--- src/rtl/ssf_params.svh ---
// ssf_params.svh: constants of the supervision block
// assumes a 50 MHz system clock; long counts are top-level parameters
`ifndef SSF_PARAMS_SVH
`define SSF_PARAMS_SVH

`define SSF_CLK_MHZ        50
`define SSF_T_RESET_DLY_US 10000
`define SSF_T_SHORT_US     2000
`define SSF_T_AUX_BLANK_US 100
`define SSF_TRIG_DLY_CYC   3
`define SSF_CNT_W          20
`define SSF_WAKE_WDOG_RST  1'b1
`define SSF_BUS_FAIL_OT    2'h1
`define SSF_AUX_EN_OFF     2'h0

`endif

--- src/rtl/ssf_pkg.sv ---
// ssf_pkg: types shared by the supply supervision block
// assumes ssf_params.svh is compiled alongside
`default_nettype none
package ssf_pkg;
  typedef enum logic [2:0] {
    SSF_INIT, SSF_NORMAL, SSF_STOP, SSF_RESTART, SSF_FAILSAFE
  } ssf_mode_t;

  typedef struct packed {
    logic por;
    logic failure;
    logic battery_undervolt_flag;
    logic battery_overvolt_flag;
    logic main_prewarn_flag;
    logic main_undervolt_flag;
    logic main_overvolt_flag;
    logic main_short_flag;
    logic aux_undervolt_flag;
    logic bus_supply_undervolt_flag;
    logic block_thermal_shutdown_flag;
    logic aux_overtemp_flag;
    logic thermal_prewarn_flag;
  } ssf_flags_t;
endpackage : ssf_pkg
`default_nettype wire

--- src/rtl/ssf_supervisor.sv ---
// ssf_supervisor: supply supervision flags, reset and fail outputs
// assumes filtered, synchronous comparator inputs;
// watchdog core and command decoder sit outside.
// Functional notes
// - stop bus wake starts off watchdog, long window
// - start enable writable only in normal mode
// - stop bus wake: interrupt, receive pin low
// - power-on sets flag, defaults; reset held to release
// - supply below power-on: internal reset, restart in init
// - battery undervoltage sets only its flag
// - battery undervoltage disables short protection only
// - stop battery monitor only with peak load or prewarning
// - battery overvoltage in active modes or charge pump
// - main prewarning only sets its flag
// - main below threshold: reset, restart, flag at release
// - boosted hysteresis releases at top rising threshold
// - overvoltage reset, state one: restart, fail, resume normal
// - overvoltage reset, state zero: fail-safe, fail output
// - main not up in filter time: short response, fail-safe
// - main low past filter time same; wakes reactivate
// - aux undervoltage flag blanked, bus supply undervoltage flag unblanked
// - thermal shutdown only while block on
// - aux overtemperature clears enables, sets flag
// - bus overtemperature stops transmitter, field one, resumes
// - thermal prewarning flag clears on host request, only once gone
// - watchdog trigger three cycles after chip select rise
`default_nettype none
`include "ssf_params.svh"
module ssf_supervisor
  import ssf_pkg::*;
#(
  parameter int unsigned RESET_DLY_CYC =
    `SSF_T_RESET_DLY_US * `SSF_CLK_MHZ,
  parameter int unsigned SHORT_FILT_CYC =
    `SSF_T_SHORT_US * `SSF_CLK_MHZ,
  parameter int unsigned AUX_BLANK_CYC =
    `SSF_T_AUX_BLANK_US * `SSF_CLK_MHZ
) (
  input  wire logic        i_sys_clk,
  input  wire logic        i_reset_out_n,
  input  wire logic        i_batt_above_por,
  input  wire logic        i_batt_undervolt,
  input  wire logic        i_batt_overvolt,
  input  wire logic        i_charge_pump_on,
  input  wire logic        i_peak_load,
  input  wire logic        i_main_prewarn,
  input  wire logic        i_main_below_reset,
  input  wire logic        i_main_above_rise_sel,
  input  wire logic        i_main_above_rise_top,
  input  wire logic        i_main_overvolt,
  input  wire logic        i_aux_undervolt,
  input  wire logic        i_bus_on,
  input  wire logic        i_bus_supply_undervolt,
  input  wire logic        i_aux_overtemp,
  input  wire logic        i_bus_overtemp,
  input  wire logic        i_thermal_prewarn,
  input  wire logic        i_bus_wake,
  input  wire logic        i_wake_input,
  input  wire logic        i_gpio_wake,
  input  wire logic        i_wdog_off,
  input  wire logic        i_req_normal,
  input  wire logic        i_req_stop,
  input  wire logic        i_cfg_wr,
  input  wire logic        i_wake_wdog_start_val,
  input  wire logic        i_hys_boost_val,
  input  wire logic        i_ov_reset_val,
  input  wire logic        i_aux_en_wr,
  input  wire logic [1:0]  i_aux_en_val,
  input  wire logic        i_config_state_bit,
  input  wire ssf_flags_t  i_flag_clr,
  input  wire logic        i_bus_fail_clr,
  input  wire logic        i_wdog_cfg_cs_rise,
  output ssf_mode_t        o_mode,
  output ssf_flags_t       o_flags,
  output logic [1:0]       o_bus_fail_field,
  output logic             o_reset_out_n,
  output logic             o_fail_output,
  output logic             o_main_reg_en,
  output logic [1:0]       o_aux_enable_bits,
  output logic             o_bus_tx_en,
  output logic             o_main_short_prot_en,
  output logic             o_batt_mon_active,
  output logic             o_wake_irq,
  output logic             o_bus_rxd_low,
  output logic             o_wdog_long_window,
  output logic             o_wdog_trigger,
  output logic             o_bus_wake_wdog_start_en,
  output logic             o_reset_hysteresis_boost,
  output logic             o_main_overvolt_reset_en
);
  import ssf_pkg::*;

  localparam logic [`SSF_CNT_W-1:0] RD_LIM =
    `SSF_CNT_W'(RESET_DLY_CYC - 1);
  localparam logic [`SSF_CNT_W-1:0] SC_LIM =
    `SSF_CNT_W'(SHORT_FILT_CYC - 1);
  localparam logic [`SSF_CNT_W-1:0] BL_LIM =
    `SSF_CNT_W'(AUX_BLANK_CYC - 1);

  ssf_mode_t  mode;
  ssf_mode_t  next_mode;
  logic       rst_low;
  logic       next_rst_low;
  logic       fail_out;
  logic       next_fail_out;
  logic       main_en;
  logic       next_main_en;
  logic       first_up;
  logic       next_first_up;
  logic       ov_restart;
  logic       next_ov_restart;
  logic       uv_restart;
  logic       next_uv_restart;
  logic       rxd_low;
  logic       next_rxd_low;
  logic       irq;
  logic       next_irq;
  logic       wd_long;
  logic       next_wd_long;
  logic       wake_start_en;
  logic       next_wake_start_en;
  logic       hys_boost;
  logic       next_hys_boost;
  logic       ov_rst_en;
  logic       next_ov_rst_en;
  logic [1:0] aux_en;
  logic [1:0] next_aux_en;
  logic [1:0] aux_en_d;
  logic [1:0] bus_fail;
  logic [1:0] next_bus_fail;
  logic [`SSF_TRIG_DLY_CYC-1:0] trig_sr;
  logic [`SSF_TRIG_DLY_CYC-1:0] next_trig_sr;
  ssf_flags_t flags;
  ssf_flags_t next_flags;
  ssf_flags_t cause;

  logic blank_done_q;
  logic next_blank_done_q;
  logic rd_done;
  logic sc_done;
  logic blank_done;
  logic release_ok;
  logic sc_run;
  logic aux_on;
  logic mon_active;
  logic ov_mon;
  logic short_evt;
  logic ov_evt;
  logic any_wake;

  // set beats clear; a clear lands only once cause is gone
  function automatic logic sticky(input logic q, input logic set,
                                  input logic clr, input logic busy);
    sticky = set || (q && !(clr && !busy));
  endfunction : sticky

  assign aux_on     = |aux_en;
  // low battery resets the short timer; thermal untouched
  assign o_main_short_prot_en = !i_batt_undervolt;
  assign sc_run     = main_en && i_main_below_reset
                      && !i_batt_undervolt && mode != SSF_FAILSAFE;
  // top threshold at power-up or with boosted hysteresis
  assign release_ok = ov_restart
                      || ((hys_boost || first_up) ? i_main_above_rise_top
                                                  : i_main_above_rise_sel);
  assign mon_active = (mode == SSF_INIT) || (mode == SSF_RESTART)
                      || (mode == SSF_NORMAL)
                      || (mode == SSF_STOP
                          && (i_peak_load || i_main_prewarn));
  assign ov_mon     = mon_active || i_charge_pump_on;
  assign short_evt  = sc_done;
  assign ov_evt     = main_en && i_main_overvolt && ov_rst_en
                      && mode != SSF_FAILSAFE && !ov_restart;
  assign any_wake   = i_bus_wake || i_wake_input || i_gpio_wake;

  ssf_timer u_reset_dly (
    .i_sys_clk (i_sys_clk),
    .i_reset_out_n    (i_reset_out_n),
    .i_run     (rst_low && release_ok && main_en),
    .i_limit   (RD_LIM),
    .o_done    (rd_done)
  );

  ssf_timer u_short_filt (
    .i_sys_clk (i_sys_clk),
    .i_reset_out_n    (i_reset_out_n),
    .i_run     (sc_run),
    .i_limit   (SC_LIM),
    .o_done    (sc_done)
  );

  // blanking follows any aux enable change
  ssf_timer u_aux_blank (
    .i_sys_clk (i_sys_clk),
    .i_reset_out_n    (i_reset_out_n),
    .i_run     (aux_en == aux_en_d && !blank_done_q),
    .i_limit   (BL_LIM),
    .o_done    (blank_done)
  );

  // mode, reset and fail output
  always_comb begin
    next_mode       = mode;
    next_rst_low    = rst_low;
    next_fail_out   = fail_out;
    next_main_en    = main_en;
    next_first_up   = first_up;
    next_ov_restart = ov_restart;
    next_uv_restart = uv_restart;
    next_rxd_low    = rxd_low;
    next_irq        = 1'b0;
    next_wd_long    = 1'b0;
    if (!i_batt_above_por) begin
      next_mode       = SSF_INIT;
      next_rst_low    = 1'b1;
      next_fail_out   = 1'b0;
      next_main_en    = 1'b1;
      next_first_up   = 1'b1;
      next_ov_restart = 1'b0;
      next_uv_restart = 1'b0;
      next_rxd_low    = 1'b0;
    end else begin
      unique case (mode)
        SSF_INIT, SSF_RESTART: begin
          if (rd_done) begin
            next_rst_low    = 1'b0;
            next_first_up   = 1'b0;
            next_ov_restart = 1'b0;
            next_uv_restart = 1'b0;
            if (mode == SSF_RESTART) begin
              next_mode = SSF_NORMAL;
            end
          end else if (mode == SSF_INIT && !rst_low && i_req_normal) begin
            next_mode = SSF_NORMAL;
          end
        end
        SSF_NORMAL: begin
          if (i_req_stop) begin
            next_mode = SSF_STOP;
          end
        end
        SSF_STOP: begin
          if (i_bus_wake) begin
            next_irq     = 1'b1;
            next_rxd_low = 1'b1;
            next_wd_long = wake_start_en && i_wdog_off;
          end
          // a fresh disable sequence needs normal mode again
          if (i_req_normal) begin
            next_mode    = SSF_NORMAL;
            next_rxd_low = 1'b0;
          end
        end
        SSF_FAILSAFE: begin
          if (any_wake) begin
            next_mode    = SSF_RESTART;
            next_main_en = 1'b1;
            next_rst_low = 1'b1;
          end
        end
        default: begin
          next_mode = SSF_INIT;
        end
      endcase
      if (mode != SSF_FAILSAFE && main_en) begin
        if (short_evt) begin
          next_mode     = SSF_FAILSAFE;
          next_main_en  = 1'b0;
          next_fail_out = 1'b1;
          next_rst_low  = 1'b1;
          next_rxd_low  = 1'b0;
        end else if (ov_evt && !i_config_state_bit) begin
          next_mode     = SSF_FAILSAFE;
          next_fail_out = 1'b1;
          next_rst_low  = 1'b1;
          next_rxd_low  = 1'b0;
        end else if (ov_evt) begin
          next_mode       = SSF_RESTART;
          next_fail_out   = 1'b1;
          next_rst_low    = 1'b1;
          next_ov_restart = 1'b1;
          next_rxd_low    = 1'b0;
        end else if (i_main_below_reset && !rst_low) begin
          next_mode       = SSF_RESTART;
          next_rst_low    = 1'b1;
          next_uv_restart = 1'b1;
          next_rxd_low    = 1'b0;
        end
      end
    end
  end

  always_ff @(posedge i_sys_clk or negedge i_reset_out_n) begin
    if (!i_reset_out_n) begin
      mode       <= SSF_INIT;
      rst_low    <= 1'b1;
      fail_out   <= 1'b0;
      main_en    <= 1'b1;
      first_up   <= 1'b1;
      ov_restart <= 1'b0;
      uv_restart <= 1'b0;
      rxd_low    <= 1'b0;
      irq        <= 1'b0;
      wd_long    <= 1'b0;
    end else begin
      mode       <= next_mode;
      rst_low    <= next_rst_low;
      fail_out   <= next_fail_out;
      main_en    <= next_main_en;
      first_up   <= next_first_up;
      ov_restart <= next_ov_restart;
      uv_restart <= next_uv_restart;
      rxd_low    <= next_rxd_low;
      irq        <= next_irq;
      wd_long    <= next_wd_long;
    end
  end

  // configuration bits written by the host
  always_comb begin
    next_wake_start_en = wake_start_en;
    next_hys_boost     = hys_boost;
    next_ov_rst_en     = ov_rst_en;
    next_aux_en        = aux_en;
    next_trig_sr       = {trig_sr[`SSF_TRIG_DLY_CYC-2:0],
                          i_wdog_cfg_cs_rise};
    next_blank_done_q  = (aux_en != aux_en_d) ? 1'b0
                         : (blank_done_q || blank_done);
    if (i_cfg_wr) begin
      next_hys_boost = i_hys_boost_val;
      next_ov_rst_en = i_ov_reset_val;
      if (mode == SSF_NORMAL) begin
        next_wake_start_en = i_wake_wdog_start_val;
      end
    end
    if (i_aux_en_wr) begin
      next_aux_en = i_aux_en_val;
    end
    if (aux_on && i_aux_overtemp) begin
      next_aux_en = `SSF_AUX_EN_OFF;
    end
    if (ov_evt && i_config_state_bit && mode != SSF_FAILSAFE) begin
      next_ov_rst_en = 1'b0;
    end
    if (!i_batt_above_por) begin
      next_wake_start_en = `SSF_WAKE_WDOG_RST;
      next_hys_boost     = 1'b0;
      next_ov_rst_en     = 1'b0;
      next_aux_en        = `SSF_AUX_EN_OFF;
      next_trig_sr       = '0;
    end
  end

  always_ff @(posedge i_sys_clk or negedge i_reset_out_n) begin
    if (!i_reset_out_n) begin
      wake_start_en <= `SSF_WAKE_WDOG_RST;
      hys_boost     <= 1'b0;
      ov_rst_en     <= 1'b0;
      aux_en        <= `SSF_AUX_EN_OFF;
      aux_en_d      <= `SSF_AUX_EN_OFF;
      trig_sr       <= '0;
      blank_done_q  <= 1'b0;
    end else begin
      wake_start_en <= next_wake_start_en;
      hys_boost     <= next_hys_boost;
      ov_rst_en     <= next_ov_rst_en;
      aux_en        <= next_aux_en;
      aux_en_d      <= aux_en;
      trig_sr       <= next_trig_sr;
      blank_done_q  <= next_blank_done_q;
    end
  end

  // live causes; each flag sets only from its own cause
  always_comb begin
    cause = '0;
    cause.battery_undervolt_flag = mon_active && i_batt_undervolt;
    cause.battery_overvolt_flag  = ov_mon && i_batt_overvolt;
    cause.main_prewarn_flag  = main_en && i_main_prewarn;
    cause.main_overvolt_flag = main_en && i_main_overvolt;
    cause.main_short_flag    = short_evt;
    cause.failure            = short_evt;
    cause.aux_undervolt_flag = aux_on && i_aux_undervolt
                               && blank_done_q;
    cause.bus_supply_undervolt_flag = i_bus_on
                                      && i_bus_supply_undervolt;
    cause.aux_overtemp_flag  = aux_on && i_aux_overtemp;
    cause.block_thermal_shutdown_flag = (aux_on && i_aux_overtemp)
                                        || (i_bus_on && i_bus_overtemp);
    cause.thermal_prewarn_flag = i_thermal_prewarn;
  end

  always_comb begin
    next_flags = flags;
    next_flags.por = sticky(flags.por, 1'b0, i_flag_clr.por, 1'b0);
    next_flags.failure = sticky(flags.failure, cause.failure,
                                i_flag_clr.failure, 1'b0);
    next_flags.battery_undervolt_flag = sticky(
      flags.battery_undervolt_flag, cause.battery_undervolt_flag,
      i_flag_clr.battery_undervolt_flag, i_batt_undervolt);
    next_flags.battery_overvolt_flag = sticky(
      flags.battery_overvolt_flag, cause.battery_overvolt_flag,
      i_flag_clr.battery_overvolt_flag, cause.battery_overvolt_flag);
    next_flags.main_prewarn_flag = sticky(flags.main_prewarn_flag,
      cause.main_prewarn_flag, i_flag_clr.main_prewarn_flag,
      cause.main_prewarn_flag);
    next_flags.main_undervolt_flag = sticky(flags.main_undervolt_flag,
      uv_restart && rd_done, i_flag_clr.main_undervolt_flag,
      rst_low && uv_restart);
    next_flags.main_overvolt_flag = sticky(flags.main_overvolt_flag,
      cause.main_overvolt_flag, i_flag_clr.main_overvolt_flag,
      cause.main_overvolt_flag);
    next_flags.main_short_flag = sticky(flags.main_short_flag,
      cause.main_short_flag, i_flag_clr.main_short_flag, 1'b0);
    next_flags.aux_undervolt_flag = sticky(flags.aux_undervolt_flag,
      cause.aux_undervolt_flag, i_flag_clr.aux_undervolt_flag, 1'b0);
    next_flags.bus_supply_undervolt_flag = sticky(
      flags.bus_supply_undervolt_flag, cause.bus_supply_undervolt_flag,
      i_flag_clr.bus_supply_undervolt_flag, 1'b0);
    next_flags.block_thermal_shutdown_flag = sticky(
      flags.block_thermal_shutdown_flag,
      cause.block_thermal_shutdown_flag,
      i_flag_clr.block_thermal_shutdown_flag,
      i_aux_overtemp || i_bus_overtemp);
    next_flags.aux_overtemp_flag = sticky(flags.aux_overtemp_flag,
      cause.aux_overtemp_flag, i_flag_clr.aux_overtemp_flag,
      i_aux_overtemp);
    next_flags.thermal_prewarn_flag = sticky(flags.thermal_prewarn_flag,
      cause.thermal_prewarn_flag, i_flag_clr.thermal_prewarn_flag,
      i_thermal_prewarn);
    next_bus_fail = bus_fail;
    if (i_bus_fail_clr && !i_bus_overtemp) begin
      next_bus_fail = 2'h0;
    end
    if (i_bus_on && i_bus_overtemp) begin
      next_bus_fail = `SSF_BUS_FAIL_OT;
    end
    if (!i_batt_above_por) begin
      next_flags     = '0;
      next_flags.por = 1'b1;
      next_bus_fail  = 2'h0;
    end
  end

  always_ff @(posedge i_sys_clk or negedge i_reset_out_n) begin
    if (!i_reset_out_n) begin
      flags     <= '{por: 1'b1, default: 1'b0};
      bus_fail  <= 2'h0;
    end else begin
      flags     <= next_flags;
      bus_fail  <= next_bus_fail;
    end
  end

  assign o_mode                   = mode;
  assign o_flags                  = flags;
  assign o_bus_fail_field         = bus_fail;
  assign o_reset_out_n            = !rst_low;
  assign o_fail_output            = fail_out;
  assign o_main_reg_en            = main_en;
  assign o_aux_enable_bits        = aux_en;
  // transmitter comes back by itself once the block cools
  assign o_bus_tx_en              = i_bus_on && !i_bus_overtemp;
  assign o_batt_mon_active        = mon_active;
  assign o_wake_irq               = irq;
  assign o_bus_rxd_low            = rxd_low;
  assign o_wdog_long_window       = wd_long;
  assign o_wdog_trigger           = trig_sr[`SSF_TRIG_DLY_CYC-1];
  assign o_bus_wake_wdog_start_en = wake_start_en;
  assign o_reset_hysteresis_boost = hys_boost;
  assign o_main_overvolt_reset_en = ov_rst_en;
endmodule : ssf_supervisor
`default_nettype wire

--- src/rtl/ssf_timer.sv ---
// ssf_timer: up-counter that runs while enabled and flags its limit
// assumes i_run is synchronous to i_sys_clk
`default_nettype none
`include "ssf_params.svh"
module ssf_timer (
  input  wire logic                   i_sys_clk,
  input  wire logic                   i_reset_out_n,
  input  wire logic                   i_run,
  input  wire logic [`SSF_CNT_W-1:0]  i_limit,
  output logic                        o_done
);
  logic [`SSF_CNT_W-1:0] cnt;
  logic [`SSF_CNT_W-1:0] next_cnt;

  // a drop of i_run restarts the count
  always_comb begin
    next_cnt = '0;
    if (i_run && cnt != i_limit) begin
      next_cnt = cnt + `SSF_CNT_W'(1);
    end else if (i_run) begin
      next_cnt = cnt;
    end
  end

  always_ff @(posedge i_sys_clk or negedge i_reset_out_n) begin
    if (!i_reset_out_n) begin
      cnt <= '0;
    end else begin
      cnt <= next_cnt;
    end
  end

  assign o_done = i_run && (cnt == i_limit);
endmodule : ssf_timer
`default_nettype wire

--- config.mk ---
export PLATFORM = sky130hd
export DESIGN_NAME = ssf_supervisor
export DESIGN_NICKNAME = d
export VERILOG_FILES = /design/src/rtl/ssf_pkg.sv /design/src/rtl/ssf_supervisor.sv /design/src/rtl/ssf_timer.sv
export VERILOG_INCLUDE_DIRS = /design/src /design/src/rtl
export SDC_FILE = /design/constraint.sdc
export NUM_CORES = 1
export LEC_CHECK = 0
export CORE_AREA = 2 2 128 130
export DETAILED_ROUTE_END_ITERATION = 8
export DIE_AREA = 0 0 130 132
export DONT_BUFFER_PORTS = 1
export HOLD_SLACK_MARGIN = 0.05
export PLACE_DENSITY = 0.45
export SLEW_MARGIN = 20
export SYNTH_ARGS = -nofsm -noshare
export SYNTH_HDL_FRONTEND = slang
export SYNTH_SLANG_ARGS = --single-unit
--- constraint.sdc ---
create_clock -name i_sys_clk -period 2.6 [get_ports i_sys_clk]
set_clock_uncertainty 0.05 [all_clocks]
set_input_delay 0.39 -clock i_sys_clk [delete_from_list [all_inputs] [get_ports i_sys_clk]]
set_output_delay 0.39 -clock i_sys_clk [all_outputs]
set_load 0.02 [all_outputs]
======== Yosys cells after proc, flatten, opt, wreduce, memory -nomap -nowiden ========
Cells that the tools add are included.
storage, ports and cells
  register bits after elaboration ......... 98
  bits of input ports ..................... 47
operators by class
  $add $sub $neg .......................... 3
  equal/unequal tests ..................... 25
  mux-type cells .......................... 89
  reductions and logical operators ........ 114
operator list
  kind                                              number
  two-way mux 20 bit                                6
  two-way mux 1 bit                                 61
  adder 20 x 1 -> 20 bit (second input constant)    3
  logical AND 1 bit                                 58
  two-way mux 3 bit                                 13
  logical NOT 1 bit                                 26
  logical OR 1 bit                                  24
  == test 20 x 13 -> 1 bit (second input constant)  1
  == test 20 x 17 -> 1 bit (second input constant)  1
  == test 20 x 19 -> 1 bit (second input constant)  1
  != test 20 x 13 -> 1 bit (second input constant)  1
  != test 20 x 17 -> 1 bit (second input constant)  1
  != test 20 x 19 -> 1 bit (second input constant)  1
  two-way mux 13 bit                                1
  two-way mux 2 bit                                 6
  case mux 3 bit (4 select lines)                   1
  != test 2 x 1 -> 1 bit (second input constant)    5
  != test 3 x 1 -> 1 bit (second input constant)    3
  == test 3 x 2 -> 1 bit (second input constant)    2
  != test 2 bit (second input constant)             3
  AND reduction 2 bit                               3
  != test 4 x 1 -> 1 bit (second input constant)    1
  OR reduction 2 bit                                2
  == test 3 x 1 -> 1 bit (second input constant)    1
  other kinds (6)                                   6

======== Logic depth before layout (Yosys ltp) ========
Gate-level depths: netlist (run 1).
  depth in word-level cells ............... 14
  mapped depth ............................ 7
  mapped depth without buffers ............ 6

======== Cells and area by module ========
Synthesis (run 1) repeated with hierarchy kept, for this count alone.
unflattened totals
  cell total of the unflattened synthesis .. 630
  area total of the unflattened synthesis .. 5913.2 µm²
by module, submodules not included
  module                        instances  cells an instance  area each (µm²)  seq. area each (µm²)
  ssf_timer at u_aux_blank ...  2          144                1331.3           500.5
  ssf_supervisor                1          173                1730.4           932.1
  ssf_timer at u_short_filt     1          169                1520.2           500.5

======== Worst setup path after synthesis (run 1) ========
OpenSTA, ideal clock, no wires.
  path kind ............................... flip-flop to flip-flop
  start ................................... register u_aux_blank.cnt[4]
  end ..................................... register u_aux_blank.cnt[1]
  library setup time ...................... 0.130 ns
  data arrival time ....................... 1.953 ns
  required time ........................... 2.420 ns
  setup slack ............................. 0.467 ns
  stages on the path, launching flop included .. 6
  cells stage by stage .................... dfrtp_1 -> or4_1 -> or4_4 -> nor3_4 -> mux2i_1 -> nor2_2
on the way
  longest elaborated chain between the ends .. 3
  elaborated cells on any way between the ends .. 4
ends and longest elaborated chain
  what                                                                  line             text
  start, declared                                                       ssf_timer.sv:12  logic [`SSF_CNT_W-1:0] cnt;
  start signal, assigned                                                ssf_timer.sv:29  cnt <= next_cnt;
  != test 20 x 13 -> 1 bit *                                            ssf_timer.sv:18  if (i_run && cnt != i_limit) begin
  logical AND 1 bit *                                                   ssf_timer.sv:18
  != test 2 bit (no source line) or two-way mux 20 bit (tied branches)  -
Mark *: on every way between the ends. The rest lies on a longest branch, timed or not.
A chain may end at the register's enable or synchronous reset.

======== Worst setup path in the final report (run 1) ========
  start ................................... register u_reset_dly.cnt[12]
  end ..................................... register mode[1], in the netlist o_mode[1]
on the way
  longest elaborated chain between the ends .. 10
ends and longest elaborated chain
  what                               line                   text
  start, declared                    ssf_timer.sv:12
  start signal, assigned             ssf_timer.sv:29
  == test 20 x 19 -> 1 bit *         ssf_timer.sv:33        assign o_done = i_run && (cnt == i_limit);
  logical AND 1 bit *                ssf_timer.sv:33
  two-way mux 3 bit *                ssf_supervisor.sv:225  if (rd_done) begin
  case mux 3 bit (4 select lines) *  ssf_supervisor.sv:223  unique case (mode)
  two-way mux 3 bit                  ssf_supervisor.sv:283  end else if (i_main_below_reset && !rst_low) begin
  two-way mux 3 bit                  ssf_supervisor.sv:277  end else if (ov_evt) begin
  two-way mux 3 bit                  ssf_supervisor.sv:272  end else if (ov_evt && !i_config_state_bit) begin
  two-way mux 3 bit                  ssf_supervisor.sv:266  if (short_evt) begin
  two-way mux 3 bit *                ssf_supervisor.sv:265  if (mode != SSF_FAILSAFE && main_en) begin
  two-way mux 3 bit *                ssf_supervisor.sv:213  if (!i_batt_above_por) begin
  net next_mode[1]                   ssf_supervisor.sv:101  ssf_mode_t next_mode;
  end signal, assigned               ssf_supervisor.sv:306  mode <= next_mode;
  end, declared                      ssf_supervisor.sv:100  ssf_mode_t mode;
Mark *: on every way through the listed nets, which the timed path passes. The rest lies on a longest branch.

==> flow_summary.json, run 1 <==
{
  "ff_latch_area_um2": 2430,
  "cp-start-kind": "register",
  "cts_resized": 0,
  "start_util": 0.296,
  "clk-insertion-delay-late_ns": 0.36,
  "dp_hpwl_um": 7520,
  "seqPwrFrac": 0.516,
  "p_comb_frac": 0.057,
  "n_fill_cell": 1654,
  "die_h_um": 132,
  "grtUsageTotal": 0.135,
  "drt_iter0_drc": 215,
  "gp_congestion": 0.770,
  "final_cell_area_um2": 5230,
  "synth.avg_cell_area_um2": 9.53,
  "cts-root-buf": "clkbuf_16",
  "grtUsageMet1": 0.171,
  "row_count": 46,
  "async_reset_ff_frac": 1.00,
  "tightest_slew_ns": 0.690,
  "numCtsBuffers": 9,
  "pin_count": 80,
  "critPathArrivalTime_ns": 2.45,
  "viasPerCell": 4.97,
  "cts-hold-fix-buffers": 2,
  "grt_use_met3": 0.0532,
  "overflow": 0,
  "grt_max_degree": 98,
  "drt-total-wl_um": 10800,
  "criticalPathCategory": "register to register",
  "num_vias": 3553,
  "yosys_register_bits": 97,
  "drcViolationCount": 0,
  "synth-edff-count": 0,
  "clkTransAtPathRegs_ns": 0.07,
  "layout_commonest_cell": "dfrtp_1",
  "hold_viol_final": 97,
  "violations": "negative hold slack",
  "tns_ns": 0,
  "syn_nets": 538,
  "status": "complete, but fails checks",
  "multiInputGateArea_um2": 2090,
  "synth_cell_types": 52,
  "worstPathRequired_ns": 2.78,
  "syn-instance-count": 488,
  "whs_ns": -0.320,
  "powerDensity_nw_per_um2": 604,
  "hold_path.class": "primary input to asynchronous set/reset pin",
  "clock_power_share": 0.428,
  "fin_crit_ns": 2.27,
  "power.leakage_nw": 2.19,
  "cts_max_path_buffers": 2,
  "power.switching_uw": 779,
  "slew_violations": 0,
  "slew_headroom": 0.537,
  "busiest_layer": "met2",
  "ant_nets": 0,
  "grt_pass1_vias": 3515,
  "ir_drop_mv": 0.324,
  "core_um2": 15700,
  "rr_worst_depth": 5,
  "syn2layout_area_growth_pct": 12.5,
  "setup_violations": 0,
  "die_w_um": 130,
  "fmax_mhz": 441,
  "htreeDepth": 3,
  "yosysSeqAreaShare": 0.523,
  "antenna_found_initial": 0,
  "post_dp_cell_area_um2": 4920,
  "mostFrequentLayoutCells": "92 x dfrtp_1, 78 x nor2_1, 42 x nand2_1, 27 x xor2_1, 23 x nand3_1",
  "rsz0062_at_grt": "no",
  "swShare": 0.247,
  "synth_area_um2": 4650,
  "first_pass_iters": 4,
  "nets": 544,
  "post_drt_wl_per_cell_um": 15.1,
  "die_area_um2": 17200,
  "grt_pass1_wl_um": 18200,
  "yosys_warnings": 0,
  "synth_ff_type": "dfrtp_1",
  "port_buffers": 0,
  "cap_violations": 0,
  "layout-drive-gt1-share": 0.0741,
  "cts_tree": "built",
  "antennaDiodeCount": 0,
  "cts_sinks": 97,
  "power_mw": 3.16,
  "internal_power_mw": 2.38,
  "grt.met2_usage": 0.207,
  "crit_path_end_kind": "register",
  "fin_crit_sh": 0.873,
  "cp_max_fo": 5
}
==> synthesized netlist by cell type, drive strengths merged (3+ instances only) <==
master / instances / area [µm²]
nand2b: 9 / 56.3
inv: 17 / 63.8
nor3: 19 / 106
and3: 8 / 51.3
nor4: 4 / 31.3
and4: 3 / 26.3
dfrtp: 92 / 2300
or3: 8 / 50.1
nor2: 79 / 299
nand4: 18 / 113
dfstp: 5 / 131
o21ai: 19 / 95.1
mux2i: 6 / 60.1
a31oi: 6 / 37.5
nand3: 23 / 115
buf: 3 / 16.3
a211oi: 3 / 22.5
and2: 3 / 18.8
nand2: 42 / 158
o21a: 4 / 30.0
nor4b: 3 / 26.3
xor2: 27 / 236
or4: 6 / 50.1
xnor2: 22 / 193
clkbuf: 11 / 41.3
ha: 3 / 37.5
a21oi: 22 / 110
==> repair_timing <==
action	CTS	global route
endpoints found under the setup margin	0	0
buffers inserted	0	0
hold endpoints to repair	101	97
==> area by class of cell <==
| type | instances | area share |
|---|---|---|
| sequential | 97 | 0.465 |
| multi-input combinational | 359 | 0.400 |
| tap | 216 | 0.0516 |
| clock buffer | 10 | 0.0438 |
| timing repair buffer | 9 | 0.0139 |
| clock inverter | 6 | 0.0129 |
| inverter | 18 | 0.0129 |
==> critical path, cell delays in order, from the launching register on <==
cell and delay, ns:
dfrtp_1 0.41, or4_1 0.54, nor4_2 0.42, nand3_1 0.31, o2111ai_1 0.30, a31oi_1 0.11
==> power groups by stage <==
stage	clock network [mW]	logic, mW	registers [mW]
global placement	0	0.178	1.66
CTS	1.41	0.182	1.63
global route	1.46	0.207	1.64
detailed placement	0	0.177	1.66
finish	1.35	0.179	1.63
floorplan	0	0.140	1.65
==> flip-flops by register name (all words and copies together) (netlist names), 2 cells and up <==
signal             count
trig_sr                3
u_aux_blank.cnt       20
u_reset_dly.cnt       20
o_flags               13
o_mode                 3
aux_en_d               2
o_aux_enable_bits      2
u_short_filt.cnt      20
==> through the flow <==
stage | utilization | instances | setup WS (ns) | hold slack (ns)
2_1_floorplan | - | 488 | 0.467 | 0.0444
3_3_place_gp | 0.313 | 697 | 0.381 | 0.0486
3_5_place_dp | 0.313 | 697 | 0.351 | 0.0493
4_1_cts | 0.333 | 715 | 0.330 | -0.341
5_1_grt | 0.333 | 715 | 0.102 | -0.342
6_report | 0.333 | 715 | 0.330 | -0.320
==> per-layer routing <==
| metal | routed length (µm) | part of all wire | vias to the layer above |
|---|---|---|---|
| met5 | 0 | 0 | - |
| met1 | 4730 | 0.44 | 1727 |
| li1 | - | - | 1702 |
| met2 | 5050 | 0.47 | 102 |
| met4 | 221 | 0.020 | 0 |
| met3 | 783 | 0.073 | 22 |
==> worst paths after layout <==
kind	from	end	slack (ns)
worst max-delay path	u_reset_dly.cnt[12]	o_mode[1]	0.33
worst min-delay path	i_reset_out_n	u_aux_blank.cnt[12]	-0.32
worst max register to register	u_reset_dly.cnt[12]	o_mode[1]	0.33
worst min register to register	trig_sr[0]	trig_sr[1]	0.42
max in group asynchronous	i_reset_out_n	o_main_reg_en	2.56
min in group i_sys_clk	i_config_state_bit	o_main_overvolt_reset_en	0.07
==> cell families after synthesis <==
family | count (synthesis) | synth area share
AO/OA/AOI/OAI | 67 | 0.0869
XOR/XNOR | 49 | 0.0923
adder cells (fa/ha/maj) | 3 | 0.00807
buffers and inverters | 32 | 0.0269
flip-flops | 97 | 0.523
multiplexers | 6 | 0.0129
other | 1 | 0.000806
AND/OR/NAND/NOR | 233 | 0.249
(Power assumes the default switching activity.)
==> run 2: changes to the inputs <==
GPL_ROUTABILITY_DRIVEN = 0   (was not set)
clock period = 2.9 ns   (was 2.6 ns; I/O delays follow)
==> run 2 against run 1 <==
The run now ends clean. Sequential power down 10%. First-iteration DRC count down 19%. Flip-flop and latch count unchanged. Non-clock buffer count down 2. Combinational power up 6%. Fmax down 0.10%. Sequential share of layout area about the same. Critical path depth unchanged. Design area about the same. Cell count down 0.28%. Largest cell class unchanged.
==> flow_summary.json, run 2 (synthesized netlist as in run 1, its figures left out) <==
{
  "nets": 542,
  "crit_slowest_cell": "or4_1",
  "drt-total-wl_um": 10500,
  "row_count": 46,
  "mostFrequentLayoutCells": "92 x dfrtp_1, 78 x nor2_1, 42 x nand2_1, 27 x xor2_1, 23 x nand3_1",
  "cap_violations": 0,
  "cts_resized": 0,
  "cp-start-kind": "register",
  "port_buffers": 0,
  "drcViolationCount": 0,
  "n_fill_cell": 1624,
  "first_pass_iters": 4,
  "grt_max_degree": 98,
  "die_w_um": 130,
  "r2r_setup_slack_ns": 0.63,
  "fin_crit_ns": 2.27,
  "antennaDiodeCount": 0,
  "pin_count": 80,
  "power.leakage_nw": 2.20,
  "dp_hpwl_um": 7380,
  "hold_path.class": "primary input to register",
  "post_cts_buffers": 0,
  "crit_path_end_kind": "register",
  "die_h_um": 132,
  "critPathArrivalTime_ns": 2.45,
  "tightest_slew_ns": 0.658,
  "cp_slowest_stage_delay_ns": 0.51,
  "fmax_mhz": 440,
  "path_delay_family": "simple AND/OR/NAND/NOR gates",
  "cts-root-buf": "clkbuf_16",
  "layout-drive-gt1-share": 0.0744,
  "cts_tree": "built",
  "ir_drop_mv": 0.225,
  "setup_violations": 0,
  "slew_violations": 0,
  "syn2layout_area_growth_pct": 12.5,
  "cts_max_path_buffers": 2,
  "core_um2": 15700,
  "drt_iter0_drc": 175,
  "post_drt_wl_per_cell_um": 14.7,
  "cp_max_fo": 7,
  "grt_pass1_wl_um": 17800,
  "grt_pass1_vias": 3448,
  "final_util": 0.333,
  "path_cells": "or4_1 -> or4_4 -> nor3_4 -> mux2i_1 -> nor2_2",
  "ant_nets": 0,
  "powerDensity_nw_per_um2": 538,
  "rsz0062_at_grt": "no",
  "status": "completed",
  "worstPathRequired_ns": 3.08,
  "criticalPathCategory": "register to register",
  "viasPerCell": 4.96,
  "clk-insertion-delay-late_ns": 0.34,
  "layout_commonest_cell": "dfrtp_1",
  "path_buf_inv": 0,
  "htreeDepth": 3,
  "start_util": 0.296,
  "fin_crit_sh": 0.784,
  "numCtsBuffers": 9,
  "hold_viol_final": 0,
  "cts-hold-fix-buffers": 2,
  "clkTransAtPathRegs_ns": 0.07,
  "slew_headroom": 0.558,
  "antenna_found_initial": 0,
  "tns_ns": 0,
  "cts_sinks": 97,
  "largestRegisters": "u_aux_blank.cnt: 20 flops, u_reset_dly.cnt: 20 flops, u_short_filt.cnt: 20 flops",
  "overflow": 0,
  "grtUsageTotal": 0.130,
  "die_area_um2": 17200,
  "num_vias": 3540
}
## run 2: stage by stage
| stage | total power, mW | hold WS (ns) | setup WS, ns | area (µm²) | cells |
|---|---|---|---|---|---|
| after floorplan | 1.60 | 0.0894 | 0.767 | 4650 | 488 |
| after global routing | 2.96 | 0.0713 | 0.507 | 5230 | 713 |
| after global placement | 1.65 | 0.0942 | 0.668 | 4900 | 695 |
| after detailed placement | 1.65 | 0.0947 | 0.615 | 4900 | 695 |
| after CTS | 2.87 | 0.0561 | 0.604 | 5230 | 713 |
| final | 2.82 | 0.0763 | 0.628 | 5230 | 713 |
## run 2: path summary, 6_finish.rpt
path | cells after the start | startpoint | endpoint
min in group asynchronous | 2 | i_reset_out_n | u_aux_blank.cnt[13]
worst min-delay path | 1 | i_batt_above_por | o_main_reg_en
max in group asynchronous | 2 | i_reset_out_n | rst_low
worst max register to register | 5 | u_aux_blank.cnt[3] | u_aux_blank.cnt[1]
worst max-delay path | 5 | u_aux_blank.cnt[3] | u_aux_blank.cnt[1]
worst min register to register | 1 | trig_sr[0] | trig_sr[1]
## run 2: area by class of cell
type                       count  area [µm²]  share of cell area
sequential                    97        2430               0.465
tap                          216         270              0.0517
clock inverter                 5        40.0             0.00765
timing repair buffer           7        75.1              0.0144
clock buffer                  11         253              0.0483
multi-input combinational    359        2090               0.400
inverter                      18        67.6              0.0129
## run 2: worst register-to-register path, stage by stage (launching register included)
cell and delay, ns:
dfrtp_1 0.44, or4_1 0.51, or4_4 0.50, nor3_4 0.33, mux2i_1 0.28, nor2_2 0.05
## run 2: report_power, final
group / internal (mW) / switching (mW) / total [mW]
Sequential: 1.40 / 0.0644 / 1.46
Combinational: 0.0683 / 0.122 / 0.190
Clock: 0.634 / 0.531 / 1.17
Total: 2.10 / 0.718 / 2.82
## run 2: per-layer routing
metal,global-route usage,up-vias,share of wire
met2,0.191,103,0.44
met4,0.0544,0,0.023
li1,-,1691,-
met1,0.178,1733,0.47
met3,0.0361,13,0.065
met5,0,-,0
